$ cat src/hdl/pri_pkg.sv
package pri_pkg;

    // ==========================================================
    // Clock and timing
    // ==========================================================
    localparam int unsigned CLK_HZ          = 50_000_000;
    localparam int unsigned CLK_PERIOD_PS   = 20_000;
    // Minimum pulse widths in picoseconds (2.5 us and 0.125 us)
    localparam int unsigned SLOW_MIN_W_PS   = 2_500_000;
    localparam int unsigned FAST_MIN_W_PS   = 125_000;
    // Maximum pulse rates in pulses per second
    localparam int unsigned SLOW_MAX_PPS    = 200_000;
    localparam int unsigned FAST_MAX_PPS    = 4_000_000;
    // Least width rounds up to whole cycles
    localparam int unsigned SLOW_MIN_CYC    = (SLOW_MIN_W_PS + CLK_PERIOD_PS - 1) / CLK_PERIOD_PS;
    localparam int unsigned FAST_MIN_CYC    = (FAST_MIN_W_PS + CLK_PERIOD_PS - 1) / CLK_PERIOD_PS;
    // Least period between pulses, rounded down: a host at full rate may be
    // seen one cycle short after sampling and must not be flagged
    localparam int unsigned SLOW_PER_CYC    = CLK_HZ / SLOW_MAX_PPS;
    localparam int unsigned FAST_PER_CYC    = CLK_HZ / FAST_MAX_PPS;

    localparam int unsigned CNT_W           = 8;
    localparam int unsigned POS_W           = 32;

    // ==========================================================
    // Types
    // ==========================================================
    typedef enum logic [2:0] {
        PRI_FORM_STEP_DIR = 3'b001,
        PRI_FORM_QUAD     = 3'b010,
        PRI_FORM_CW_CCW   = 3'b100
    } pri_form_t;

    // One pair of reference lines
    typedef struct packed {
        logic a;  // Step, phase A or clockwise train
        logic b;  // Direction, phase B or counter-clockwise train
    } pri_pair_t;

    // Per-line width meter
    typedef struct packed {
        logic [CNT_W-1:0] high_cnt;
        logic [CNT_W-1:0] low_cnt;
    } pri_meter_t;

endpackage

$ cat src/hdl/pri_receiver.sv
`timescale 1ns/1ps

module pri_receiver
    import pri_pkg::*;
(
    input  wire logic             i_clk,
    input  wire logic             i_rst,
    // Configuration, held still while pulses flow
    input  wire pri_form_t        i_form,
    input  wire logic             i_fast_sel,
    input  wire logic             i_err_clear,
    // Reference lines from the host, taken as synchronous
    input  wire pri_pair_t        i_slow_pair,
    input  wire pri_pair_t        i_fast_pair,
    // Count and status, all straight from flops
    output logic signed [POS_W-1:0] o_position,
    output logic                  o_count_pulse,
    output logic                  o_count_up,
    output logic                  o_width_error,
    output logic                  o_rate_error,
    output logic                  o_both_active
);

    // ==========================================================
    // State
    // ==========================================================
    // sync1 and sync2 are the two synchroniser stages of the slow pair and
    // prev the stage after them; an edge is stage two differing from prev.
    // The f-prefixed fields do the same for the fast pair. Both pairs are
    // always synchronised so traffic on the unselected pair can be reported.
    // The run meters and the gap counter follow the selected pair only.
    // step, up and the three flags are the registered outputs; pos is the
    // signed count. Meter width must exceed the longest limit, the slow
    // period, so that a saturated run always reads as long enough.
    typedef struct packed {
        pri_pair_t                 sync1;
        pri_pair_t                 sync2;
        pri_pair_t                 prev;
        pri_pair_t                 fsync1;
        pri_pair_t                 fsync2;
        pri_pair_t                 fprev;
        pri_meter_t                meter_a;
        pri_meter_t                meter_b;
        logic [CNT_W-1:0]          gap_cnt;
        logic signed [POS_W-1:0]   pos;
        logic                      step;
        logic                      up;
        logic                      werr;
        logic                      rerr;
        logic                      both;
    } pri_state_t;

    pri_state_t st_reg;
    pri_state_t st_next;

    // ==========================================================
    // Helpers
    // ==========================================================
    // Saturating increment so a long idle level never wraps into a short one
    function automatic logic [CNT_W-1:0] sat_inc(input logic [CNT_W-1:0] v);
        sat_inc = (v == {CNT_W{1'b1}}) ? v : v + 8'h01;
    endfunction

    // True when a level just ended and lasted at least two cycles less than the limit
    function automatic logic too_short(input logic [CNT_W-1:0] run,
                                       input logic [CNT_W-1:0] lim);
        // A saturated run is long by definition; adding one would wrap it to zero
        too_short = (run != {CNT_W{1'b1}}) && ((run + 8'h01) < lim);
    endfunction

    // True when a line just changed and the level it left was too short;
    // used for both lines so the two checks cannot drift apart
    function automatic logic level_short(input logic             now_v,
                                         input logic             was_v,
                                         input pri_meter_t       m,
                                         input logic [CNT_W-1:0] lim);
        level_short = (now_v != was_v) &&
                      too_short(was_v ? m.high_cnt : m.low_cnt, lim);
    endfunction

    // Per-cycle views of the selected pair, set on every pass of the comb process
    logic [CNT_W-1:0] min_w;
    logic [CNT_W-1:0] min_p;
    pri_pair_t        cur;
    pri_pair_t        old;
    logic             rise_a;
    logic             edge_a;
    logic             edge_b;
    logic             cnt_en;
    logic             cnt_up;

    // ==========================================================
    // Next state
    // ==========================================================
    // A line change reaches the count strobe three rising edges later:
    // stage one, stage two, then the registered strobe. Position and strobe
    // move on the same edge, so a watcher can rebuild the count from them.
    always_comb begin
        st_next = st_reg;
        // Two-flop synchronisers on both pairs; stage one feeds stage two only.
        // The inputs are taken as synchronous, yet the stages stay: a host edge
        // close to the clock then settles before anything decodes it.
        st_next.sync1  = i_slow_pair;
        st_next.sync2  = st_reg.sync1;
        st_next.prev   = st_reg.sync2;
        st_next.fsync1 = i_fast_pair;
        st_next.fsync2 = st_reg.fsync1;
        st_next.fprev  = st_reg.fsync2;

        // Active path limits: slow or fast
        min_w = i_fast_sel ? CNT_W'(FAST_MIN_CYC) : CNT_W'(SLOW_MIN_CYC);
        min_p = i_fast_sel ? CNT_W'(FAST_PER_CYC) : CNT_W'(SLOW_PER_CYC);
        cur   = i_fast_sel ? st_reg.fsync2 : st_reg.sync2;
        old   = i_fast_sel ? st_reg.fprev  : st_reg.prev;

        // Edges of the selected pair: stage two against the stage after it
        rise_a = cur.a & ~old.a;
        edge_a = cur.a ^ old.a;
        edge_b = cur.b ^ old.b;

        // Decode the chosen form into count strobes. Quadrature counts every
        // single-line edge; an edge on both lines at once carries no direction
        // and is dropped rather than guessed. CW/CCW rises together cancel.
        cnt_en = 1'b0;
        cnt_up = 1'b0;
        case (i_form)
            PRI_FORM_STEP_DIR: begin
                cnt_en = rise_a;
                cnt_up = cur.b;
            end
            PRI_FORM_QUAD: begin
                // Four counts per cycle; a leads b means up
                cnt_en = edge_a ^ edge_b;
                cnt_up = edge_a ? (cur.a ^ cur.b) : ~(cur.a ^ cur.b);
            end
            PRI_FORM_CW_CCW: begin
                cnt_en = (cur.a & ~old.a) ^ (cur.b & ~old.b);
                cnt_up = cur.a & ~old.a;
            end
            default: begin
                // An unknown form code counts nothing
                cnt_en = 1'b0;
                cnt_up = 1'b0;
            end
        endcase

        // Strobe and direction are registered on the edge that moves the count.
        // The position wraps silently at its signed limits; a host that needs
        // a longer travel must track the turns itself.
        st_next.step = cnt_en;
        st_next.up   = cnt_up;
        if (cnt_en) begin
            st_next.pos = cnt_up ? st_reg.pos + 32'sh1 : st_reg.pos - 32'sh1;
        end

        // Width meters on each line of the active pair. They are shared by
        // both pairs to save flops, which is safe while only one pair is used;
        // a swap of i_fast_sel may hand one stale run count to the other pair.
        st_next.meter_a.high_cnt = cur.a ? sat_inc(st_reg.meter_a.high_cnt) : '0;
        st_next.meter_a.low_cnt  = cur.a ? '0 : sat_inc(st_reg.meter_a.low_cnt);
        st_next.meter_b.high_cnt = cur.b ? sat_inc(st_reg.meter_b.high_cnt) : '0;
        st_next.meter_b.low_cnt  = cur.b ? '0 : sat_inc(st_reg.meter_b.low_cnt);
        st_next.gap_cnt = rise_a ? 8'h00 : sat_inc(st_reg.gap_cnt);

        // Sticky error flags; a new event wins over a clear in the same cycle.
        // Limitation: levels are measured in whole cycles, so a level one
        // cycle under the minimum may pass; anything shorter is always caught.
        if (i_err_clear) begin
            st_next.werr = 1'b0;
            st_next.rerr = 1'b0;
            st_next.both = 1'b0;
        end
        // Every level of both lines counts, the direction line included
        if (level_short(cur.a, old.a, st_reg.meter_a, min_w) ||
            level_short(cur.b, old.b, st_reg.meter_b, min_w)) begin
            st_next.werr = 1'b1;
        end
        // Rising steps closer than the rate limit allows. Only the first line
        // is timed; in quadrature it still bounds the pulse rate, in CW/CCW only the clockwise train is bounded.
        if (rise_a && too_short(st_reg.gap_cnt, min_p)) begin
            st_next.rerr = 1'b1;
        end
        // Activity on the idle pair while the other is selected. The flag is
        // sticky because a short burst would otherwise go unseen by software
        // polling it; both pairs stay synchronised so this check can see it.
        if (i_fast_sel ? ((st_reg.sync2 ^ st_reg.prev) != '0)
                       : ((st_reg.fsync2 ^ st_reg.fprev) != '0)) begin
            st_next.both = 1'b1;
        end
    end

    // ==========================================================
    // Registers
    // ==========================================================
    // One register stage for the whole struct; every decision sits above
    always_ff @(posedge i_clk) begin
        if (i_rst) begin
            st_reg <= '0;
            // Lines idle since reset count as long levels, so no false error
            st_reg.meter_a <= '1;
            st_reg.meter_b <= '1;
            st_reg.gap_cnt <= '1;
        end else begin
            st_reg <= st_next;
        end
    end

    // ==========================================================
    // Outputs
    // ==========================================================
    // Outputs straight from the state register, so none can glitch;
    // o_count_up means something only while o_count_pulse is high
    assign o_position    = st_reg.pos;
    assign o_count_pulse = st_reg.step;
    assign o_count_up    = st_reg.up;
    assign o_width_error = st_reg.werr;
    assign o_rate_error  = st_reg.rerr;
    assign o_both_active = st_reg.both;

endmodule // pri_receiver

$ cat config.mk
export PLATFORM = sky130hd
export DESIGN_NAME = pri_receiver
export DESIGN_NICKNAME = d
export VERILOG_FILES = /design/src/hdl/pri_pkg.sv /design/src/hdl/pri_receiver.sv
export SDC_FILE = /design/constraint.sdc
export NUM_CORES = 1
export LEC_CHECK = 0
export BUFFER_PORTS_ARGS = -buffer_cell sky130_fd_sc_hd__buf_2
export CORE_MARGIN = 2
export CORE_UTILIZATION = 30
export DETAILED_ROUTE_END_ITERATION = 12
export HOLD_SLACK_MARGIN = 0.03
export MAX_ROUTING_LAYER = met4
export PLACE_DENSITY = 0.48
export SYNTH_ARGS = -nofsm -noshare
export SYNTH_HDL_FRONTEND = slang
export SYNTH_SLANG_ARGS = --single-unit
$ cat constraint.sdc
create_clock -name i_clk -period 15.6 [get_ports i_clk]
set_input_delay 1.56 -clock i_clk [delete_from_list [all_inputs] [get_ports i_clk]]
set_output_delay 1.56 -clock i_clk [all_outputs]
set_load 0.1 [all_outputs]
==> results of run 1 <==
power groups by stage:
stage	sequential (mW)	combinational, mW	clock [mW]
floorplan	0.309	0.416	0
global placement	0.320	0.492	0
detailed placement	0.320	0.490	0
CTS	0.315	0.494	0.253
global route	0.321	0.557	0.263
finish	0.315	0.489	0.245
logic make-up after synthesis:
family	share of synthesized area
adder cells (fa/ha/maj)	0.1052
multiplexers	0.02610
AO/OA/AOI/OAI	0.2225
buffers and inverters	0.07055
XOR/XNOR	0.06994
AND/OR/NAND/NOR	0.2153
flip-flops	0.2904
per-layer routing:
layer	wire length [um]	vias up	share of wire	GRT usage
met2	6349	75	0.43	0.2176
li1	-	2785	-	-
met4	265	0	0.018	0.05481
met5	0	-	0	-
met1	7888	2401	0.53	0.2020
met3	409	16	0.027	0.02050
layout make-up:
type                    count  area [um^2]  area share
clock inverters             7        98.84     0.01465
inverters                  21        78.83     0.01168
repair buffers             54        287.8     0.04266
multi-input cells         606         3936      0.5835
flip-flops and latches     89         1782      0.2641
well taps                 270        337.8     0.05007
clock buffers               9        225.2     0.03338
worst paths after layout:
path | slack, ns | cells after the start | to | startpoint
max | 8.84 | 20 | o_position[24] | i_fast_sel
min | 0.43 | 1 | st_next[83] | st_next[85]
max reg2reg | 10.22 | 19 | o_position[24] | st_next[78]
min reg2reg | 0.43 | 1 | st_next[83] | st_next[85]
cell usage in the layout (no fill, tap or decap), types with 3 or more instances in the layout:
master / count
nand2_1: 83
a2111o_1: 3
inv_6: 3
nand3b_1: 4
buf_2: 47
ha_1: 50
a21o_1: 13
nand4b_1: 3
buf_4: 7
and4_1: 3
o21ai_0: 66
a22o_1: 3
nand2b_1: 5
mux2i_1: 16
a31oi_1: 12
xnor2_1: 25
inv_1: 20
and3_1: 16
nor2b_1: 19
nor2_1: 54
dfxtp_1: 89
xor2_1: 24
nand3_1: 42
a21oi_1: 61
a31o_2: 3
nor4_1: 3
o211ai_1: 11
nor3_1: 14
a211oi_1: 6
or3_1: 8
clkbuf_16: 9
o31ai_1: 7
nand4_1: 6
o21a_1: 11
worst max-delay path: cells and delay by family:
kind / cells / cell delay, ns
compound gates: 7 / 1.46
buf+inv: 4 / 1.35
simple gates: 5 / 0.97
fa+ha+maj: 2 / 0.83
mux: 1 / 0.70
xor+xnor: 1 / 0.14
stage by stage:
step / util / instances / area, um^2 / hold WS (ns) / worst slack (ns)
6_report: 0.3345 / 1056 / 6746 / 0.4336 / 8.840
5_1_grt: 0.3345 / 1056 / 6746 / 0.4670 / 8.315
4_1_cts: 0.3345 / 1056 / 6746 / 0.4398 / 8.786
3_5_place_dp: 0.3184 / 1040 / 6422 / 0.4239 / 8.451
3_3_place_gp: 0.3184 / 1040 / 6422 / 0.4252 / 8.522
2_1_floorplan: - / 777 / 6136 / 0.4138 / 9.281
==> results.md, run 1 <==
* Status: completed
* Total Routed Length at between 10000 and 15000 um
* Crit. End Element: flop
* Routed vias/inst at 4.997
* Fraction of layout instances using a drive strength above 1 at 0.1069
* Number of flip-flops in the largest register at 44
* 1st-iter DRT viols at approximately 250
* CTS tree: yes
* Synthesized flop and latch total at 89
* Largest net degree at the start of global routing at 50
* Top FF cell, synth: dfxtp_1
* Post_cts resized at 0
* Overall Power at approximately 1.0 mW
* Cells after Synth at roughly 800
* DIE WIDTH at around 150 um
* Fin. Hold Viols at 0
* Post-CTS Setup Repair Bufs at 0
* Starting density of the core at 0.3042
* First-pass GRT wire length at between 20000 and 30000 um
* Critical-path cell list: buf_2, mux2i_1, clkinv_1, ha_1, xnor2_1, nand2_1, o21ai_0, a22oi_2, buf_4, inv_1, fa_1, and2b_1, o21ai_1, a21boi_1, o31ai_1, a2111o_1, a21boi_2, nor4_1, or4_1, nand3_1
* Longest Clk Path Bufs at 2
* Hold crit path type: reg2reg
* Diode count at 0
* I/O pins at 48
* Synth area leader: dfxtp_1
* Crit Path Max Fanout at 33
* Die footprint at between 20000 and 25000 um^2
* Nets at 843
* Vias in the first global route at approximately 5000
* Clk sinks at between 80 and 90
* TritonRoute pass-1 iters at 4
* Sw Share at 0.4212
* Drt drc at 0
* Req. time, crit path at 15.89 ns
* Yosys Warn Count at 0
* Reg clk slew, reported paths at around 0.06 ns
* Final period utilization at 0.4333
* Vias at about 5300
* Final Max Tran Viols at 0
* Fmax at 147.9 MHz
* Post-synth top area share at 0.2904
* Gate power share at 0.466
* Clock power frac at 0.234
* Final-report setup violation count at 0
* Most frequent cells after synthesis: dfxtp_1 (89), nand2_1 (83), o21ai_0 (66)
* Routed Antenna Nets at 0
* Most common cell in the netlist: dfxtp_1
* DP HPWL at between 10000 and 15000 um
* Total gr overflow at 0
* Leak pwr at around 3.0 nW
* Slowest-stage cell, CP: mux2i_1
* Total CTS buffers at 9
* Global router's overall resource usage at 0.1463
* Power density cells at about 160 nW/um^2
* Sequential area share after synthesis at 0.2904
* Seq pwr share at 0.300
* Ranking of synthesized cells by area: dfxtp_1 (29%), ha_1 (10%), o21ai_0 (5.4%)
* Type of the worst setup path: in2reg
* # rows at 52
* H-tree depth at 3
* EDFF count, synth at 0
* Worst Clk Skew at 0.009228 ns
* Later-pin clock latency in the skew report at 0.36 ns
* Peak supply drop at ~0.000060 V
* RSZ-0062 raised after global routing: no
* Net count after synthesis at roughly 840
* Initial antenna violation count at 0
* # hold bufs at CTS at 0
* P_sw at ~0.44 mW
* Die height at roughly 150 um
* Max-cap violations at 0
* Avg Synthesized Cell Area at between 7 and 8 um^2
* IO buf count at between 40 and 50
* Setup TNS at 0 ns
* Cell Area, Synth at a little over 6000 um^2
* WP data arrival at 7.05 ns
* Core Area at 20170 um^2
* Min Clock Period, post-route at 6.760 ns
* Fillers at approximately 2200
* Post-synth ARST share at 0
* Startpoint Class: input port
* Final GP Congestion at 0.8079
* Clk root buf: clkbuf_16
* Internal at a little over 0.6 mW
* CP peak stage delay at around 0.70 ns
* Slew headroom at 0.4945
* Synth unique cells at between 60 and 70
* Worst slew pin tran at roughly 0.74 ns
* Layout area overhead at 9.951%
* Wirelength per Cell at 14.12 um
No activity file was read; power rests on OpenSTA's default activity.
==> run 2: changes to the inputs <==
==> constraint.sdc (replaced) <==
create_clock -name i_clk -period 6.8 [get_ports i_clk]
set_input_delay 0.68 -clock i_clk [delete_from_list [all_inputs] [get_ports i_clk]]
set_output_delay 0.68 -clock i_clk [all_outputs]
set_load 0.1 [all_outputs]
==> results.md, run 2 (synthesized netlist as in run 1, its figures left out) <==
* Core Area at between 20000 and 25000 um^2
* Max-cap violations at 0
* TritonRoute pass-1 iters at 4
* Fin. Hold Viols at 0
* Reg-to-reg setup timing slack at 1.95 ns
* Most frequent cells in the layout: dfxtp_1 (89), nand2_1 (83), o21ai_0 (66), a21oi_1 (61), nor2_1 (54)
* Diode count at 0
* Leak pwr at slightly below 3 nW
* Routed Antenna Nets at 0
* Internal at between 1 and 1.5 mW
* Setup TNS at 0 ns
* DP Area at ~6400 um^2
* Global router's overall resource usage at 0.1514
* CTS tree: yes
* Largest net degree at the start of global routing at approximately 50
* Worst Clk Skew at between 0.01 and 0.015 ns
* Post-CTS Setup Repair Bufs at 0
* Startpoint Class: input port
* Total Routed Length at between 15000 and 20000 um
* Overall Power at ~2.5 mW
* Commonest non-fill, non-tap cell in the layout: dfxtp_1
* Vias in the first global route at around 5200
* # rows at 52
* Later-pin clock latency in the skew report at approximately 0.35 ns
* IO buf count at 47
* Power density cells at ~360 nW/um^2
* Total CTS buffers at 9
* Gate power share at 0.462
* Die footprint at approximately 22000 um^2
* Reg clk slew, reported paths at around 0.08 ns
* Number of flip-flops in the largest register at 44
* Fillers at 2184
* Sw Share at 0.4156
* 1st-iter DRT viols at roughly 180
* Slew headroom at 0.5413
* Status: completed
* Total gr overflow at 0
* Seq pwr share at 0.293
* I/O pins at 48
* Clk root buf: clkbuf_16
* Final core utilization at 0.3369
* Design area at 6795 um^2
* Min Clock Period, post-route at approximately 5 ns
* Wirelength per Cell at between 10 and 15 um
* Layout area overhead at 10.75%
* Req. time, crit path at 7.07 ns
* Die height at 147.0 um
* Post_cts resized at 0
* DP HPWL at about 11000 um
* Peak supply drop at around 0.00012 V
* First-pass GRT wire length at 25920 um
* Starting density of the core at 0.3042
* P_sw at approximately 1.0 mW
* RSZ-0062 raised after global routing: no
* Fmax at 200.2 MHz
* Worst slew pin tran at 0.6881 ns
* Routed vias/inst at just over 5
* Final-report setup violation count at 0
* Longest Clk Path Bufs at 2
* Final period utilization at 0.7346
* Crit. End Element: flop
* Nets at roughly 850
* Final Max Tran Viols at 0
* Drt drc at 0
* Crit Path Max Fanout at 13
* Clk sinks at 89
* H-tree depth at 3
* WP data arrival at about 5.3 ns
* DIE WIDTH at between 100 and 150 um
* # hold bufs at CTS at 0
* Hold crit path type: reg2reg
* Vias at 5343
* Type of the worst setup path: in2reg
* Initial antenna violation count at 0
* Clock power frac at 0.245
* Final GP Congestion at about 0.81
* Fraction of layout instances using a drive strength above 1 at 0.1103
## run 2: cell type report
| cell class | instances | area (um^2) | area share |
|---|---|---|---|
| clock inverters | 7 | 125.1 | 0.01841 |
| repair buffers | 57 | 310.3 | 0.04566 |
| inverters | 21 | 78.83 | 0.01160 |
| clock buffers | 9 | 225.2 | 0.03314 |
| multi-input cells | 606 | 3936 | 0.5793 |
| well taps | 270 | 337.8 | 0.04971 |
| flip-flops and latches | 89 | 1782 | 0.2622 |
## run 2: metal layers
metal  GRT usage  wire (um)  vias to the layer above
met1      0.2048       7968                     2464
met5           -          0                        -
li1            -          -                     2789
met3     0.02112        386                       17
met4     0.04808        253                        0
met2      0.2350       6755                       73
## run 2: critical path: stages
cell and delay [ns]:
buf_2 0.12, mux2i_1 0.19, buf_4 0.19, clkinv_1 0.23, ha_1 0.42, xnor2_1 0.14, nand2_1 0.06, o21ai_0 0.08
a22oi_2 0.54, buf_4 0.32, ha_1 0.32, and3_1 0.21, a221oi_1 0.35, o211ai_1 0.16, a22o_1 0.21, a211oi_1 0.31
o31ai_2 0.13, xnor2_1 0.14, or3_1 0.30, a21oi_1 0.14
## run 2: path summary, 6_finish.rpt
check | from | to | cells after the start
worst max-delay path | i_fast_sel | o_position[31] | 20
worst min-delay path | st_next[79] | st_next[77] | 1
worst max register to register | st_next[84] | o_position[31] | 19
worst min register to register | st_next[79] | st_next[77] | 1
## run 2: stage by stage
step	worst slack, ns	hold slack, ns	std cells
2_1_floorplan	1.361	0.4138	777
3_3_place_gp	1.495	0.4229	1043
3_5_place_dp	1.448	0.4204	1043
4_1_cts	1.778	0.4275	1059
5_1_grt	1.333	0.4473	1059
6_report	1.805	0.4269	1059
## run 2: power groups by stage
stage	logic, mW	registers [mW]	clock network [mW]
3_3_place_gp	1.14	0.734	0
4_1_cts	1.14	0.719	0.617
2_1_floorplan	0.954	0.708	0
3_5_place_dp	1.13	0.730	0
6_report	1.13	0.719	0.601
5_1_grt	1.29	0.737	0.634
==> run 3: changes to the inputs <==
--- a/config.mk
+++ b/config.mk
@@ -5,13 +5,14 @@
 export SDC_FILE = /design/constraint.sdc
 export NUM_CORES = 1
 export LEC_CHECK = 0
+export ABC_AREA = 1
 export BUFFER_PORTS_ARGS = -buffer_cell sky130_fd_sc_hd__buf_2
 export CORE_MARGIN = 2
 export CORE_UTILIZATION = 30
 export DETAILED_ROUTE_END_ITERATION = 12
 export HOLD_SLACK_MARGIN = 0.03
 export MAX_ROUTING_LAYER = met4
-export PLACE_DENSITY = 0.48
+export PLACE_DENSITY = 0.47
 export SYNTH_ARGS = -nofsm -noshare
 export SYNTH_HDL_FRONTEND = slang
 export SYNTH_SLANG_ARGS = --single-unit
==> constraint.sdc (replaced) <==
create_clock -name i_clk -period 5.2 [get_ports i_clk]
set_input_delay 0.52 -clock i_clk [delete_from_list [all_inputs] [get_ports i_clk]]
set_output_delay 0.52 -clock i_clk [all_outputs]
set_load 0.1 [all_outputs]
==> results.md, run 3 <==
* Reg-to-reg setup timing slack at approximately 1.5 ns
* Vias in the first global route at 5949
* First-pass GRT wire length at about 30000 um
* TritonRoute pass-1 iters at 5
* WP data arrival at 4.23 ns
* Min Clock Period, post-route at 3.973 ns
* Die height at roughly 150 um
* Largest net degree at the start of global routing at between 60 and 70
* Yosys Warn Count at 0
* Die footprint at 23260 um^2
* Tightest hold margin at ~0.37 ns
* Fin. Hold Viols at 0
* Core Area at about 22000 um^2
* Clk sinks at 89
* Post-synth top area share at 0.2692
* Post_cts resized at 0
* Routed Antenna Nets at 0
* Xor/xnor share of the synthesized area at 0.03971
* RSZ-0062 raised after global routing: no
* Synth unique cells at 46
* Crit path top cell by count: nand2_1
* Hold crit path type: in2reg
* Final-report setup violation count at 0
* Total Routed Length at around 17000 um
* Fmax at between 200 and 300 MHz
* Post-CTS Setup Repair Bufs at 0
* CTS tree: yes
* DP HPWL at about 13000 um
* Final GP Congestion at 0.9702
* Later-pin clock latency in the skew report at 0.35 ns
* Avg Synthesized Cell Area at 6.559 um^2
* Post-synthesis mux area share at 0
* Initial antenna violation count at 0
* Diode count at 0
* Vias at 6068
* DIE WIDTH at 152.5 um
* Startpoint Class: input port
* Post-Synth Adder-Cell Area at 0.09756
* Most frequent cells in the layout: nand2_1 (231), inv_1 (141), nor2_1 (99), dfxtp_1 (89), nand3_1 (69)
* CP peak stage delay at about 0.42 ns
* Most frequent cells after synthesis: nand2_1 (231), inv_1 (141), nor2_1 (99)
* Synth area leader: dfxtp_1
* Net count after synthesis at approximately 1100
* Layout area overhead at 8.811%
* H-tree depth at 3
* WHS Endpoint: st_next[79]
* R2r endpoint: o_position[22]
* Longest Clk Path Bufs at 2
* Simple-Gate Fraction of Synth Area at 0.2898
* Final period utilization at 0.7640
* Setup TNS at 0 ns
* Peak supply drop at 0.0001908 V
* Req. time, crit path at between 5 and 6 ns
* # rows at 54
* Status: completed
* Wirelength per Cell at ~13 um
* Number of flip-flops in the largest register at 44
* Worst Clk Skew at approximately 0.0088 ns
* Leak pwr at approximately 4 nW
* I/O pins at 48
* Reg clk slew, reported paths at 0.07 ns
* Worst path bufs/invs at 5
* Final Max Tran Viols at 0
* Compound-gate portion of the synthesized area at 0.1679
* Power density cells at 431.4 nW/um^2
* Cells after Synth at between 1000 and 1500
* Worst slew pin tran at between 0.6 and 0.7 ns
* Worst slack at placement at slightly below 0.9 ns
* Synthesized flop and latch total at slightly below 90
* Worst hold start: i_fast_pair[0]
* Sequential area share after synthesis at 0.2692
* Drt drc at 0
* Type of the worst setup path: in2reg
* Largest family of logic cells by synthesized area: simple AND/OR/NAND/NOR gates
* Most common cell in the netlist: nand2_1
* Post-synth ARST share at 0
* Fraction of layout instances using a drive strength above 1 at 0.08852
* Worst hold path depth at 3
* 1st-iter DRT viols at 290
* Starting density of the core at 0.3042
* Worst r2r path cells at 22
* Ranking of synthesized cells by area: dfxtp_1 (27%), nand2_1 (13%), ha_1 (9.5%)
* EDFF count, synth at 0
* Crit-path leading delay family: simple AND/OR/NAND/NOR gates
* IO buf count at 47
* Critical-path cell list: buf_2, nand2_2, nand2_4, inv_1, ha_1, inv_1, nand2_1, nand3_1, nand2_1, inv_2, ha_1, nand3_1, nand3_1, a21boi_1, o21ai_1, nand2_1, nand2_1, nand2_1, nand2_1, nand2_1, nand3_1, nand2_1, inv_1
* Max-cap violations at 0
* FF-to-FF Start: st_reg[78]
* Slowest-stage cell, CP: buf_2
* Routed vias/inst at 4.639
* Top FF cell, synth: dfxtp_1
* Slew headroom at 0.5478
* Total CTS buffers at 9
* Global router's overall resource usage at 0.1575
* Nets at ~1100
* Final setup margin at 1.227 ns
* Total gr overflow at 0
* Commonest non-fill, non-tap cell in the layout: nand2_1
* Crit Path Max Fanout at 23
* # hold bufs at CTS at 0
* Crit. End Element: flop
* Clk root buf: clkbuf_16
* Cell Area, Synth at about 6600 um^2
==> run 3: tightest hold or removal path, stage by stage <==
cell and delay [ns]:
buf_2 0.07, inv_1 0.03, nor2_1 0.06
==> run 3: cells by family after synthesis <==
kind of cell | after synthesis
AOI/OAI and AO/OA | 194
and+or+nand+nor | 447
adders and majority gates | 51
xor gates and xnor gates | 30
DFF | 89
buffers and inverters | 198
==> run 3: layout make-up <==
class                   count  area, um^2
repair buffers             56       302.8
flip-flops and latches     89        1782
multi-input cells         722        3938
well taps                 280       350.3
clock buffers              10       229.0
clock inverters             6       52.55
inverters                 145       546.8
fillers                  2412       14560
==> run 3: how the worst max path moves through the flow <==
stage	end	startpoint	cells after the start
after floorplan	o_position[22]	i_fast_sel	24
after detailed placement	o_position[22]	i_fast_sel	23
after CTS	o_position[22]	i_fast_sel	23
after global routing	o_position[22]	i_fast_sel	23
final	o_position[22]	i_fast_sel	23
after global placement	o_position[22]	i_fast_sel	23
==> run 3: per-layer routing <==
metal  GRT usage  share of wire
met5           -              0
met4     0.04497          0.018
met3     0.02418          0.023
met2      0.2595           0.45
met1      0.2009           0.50
==> run 3: power breakdown <==
part	switching (mW)	internal, mW	total [mW]
Clock	0.305	0.331	0.636
Sequential	0.104	0.800	0.904
Combinational	1.03	0.540	1.57
==> run 3: metrics by stage <==
stage                     std cells    util  cell area (um^2)  power [mW]
after floorplan                1009       -              6618       2.182
after global placement         1292  0.3180              6919       2.494
after detailed placement       1292  0.3180              6919       2.483
after CTS                      1308  0.3310              7201       3.146
after global routing           1308  0.3310              7201       3.419
final                          1308  0.3310              7201       3.106
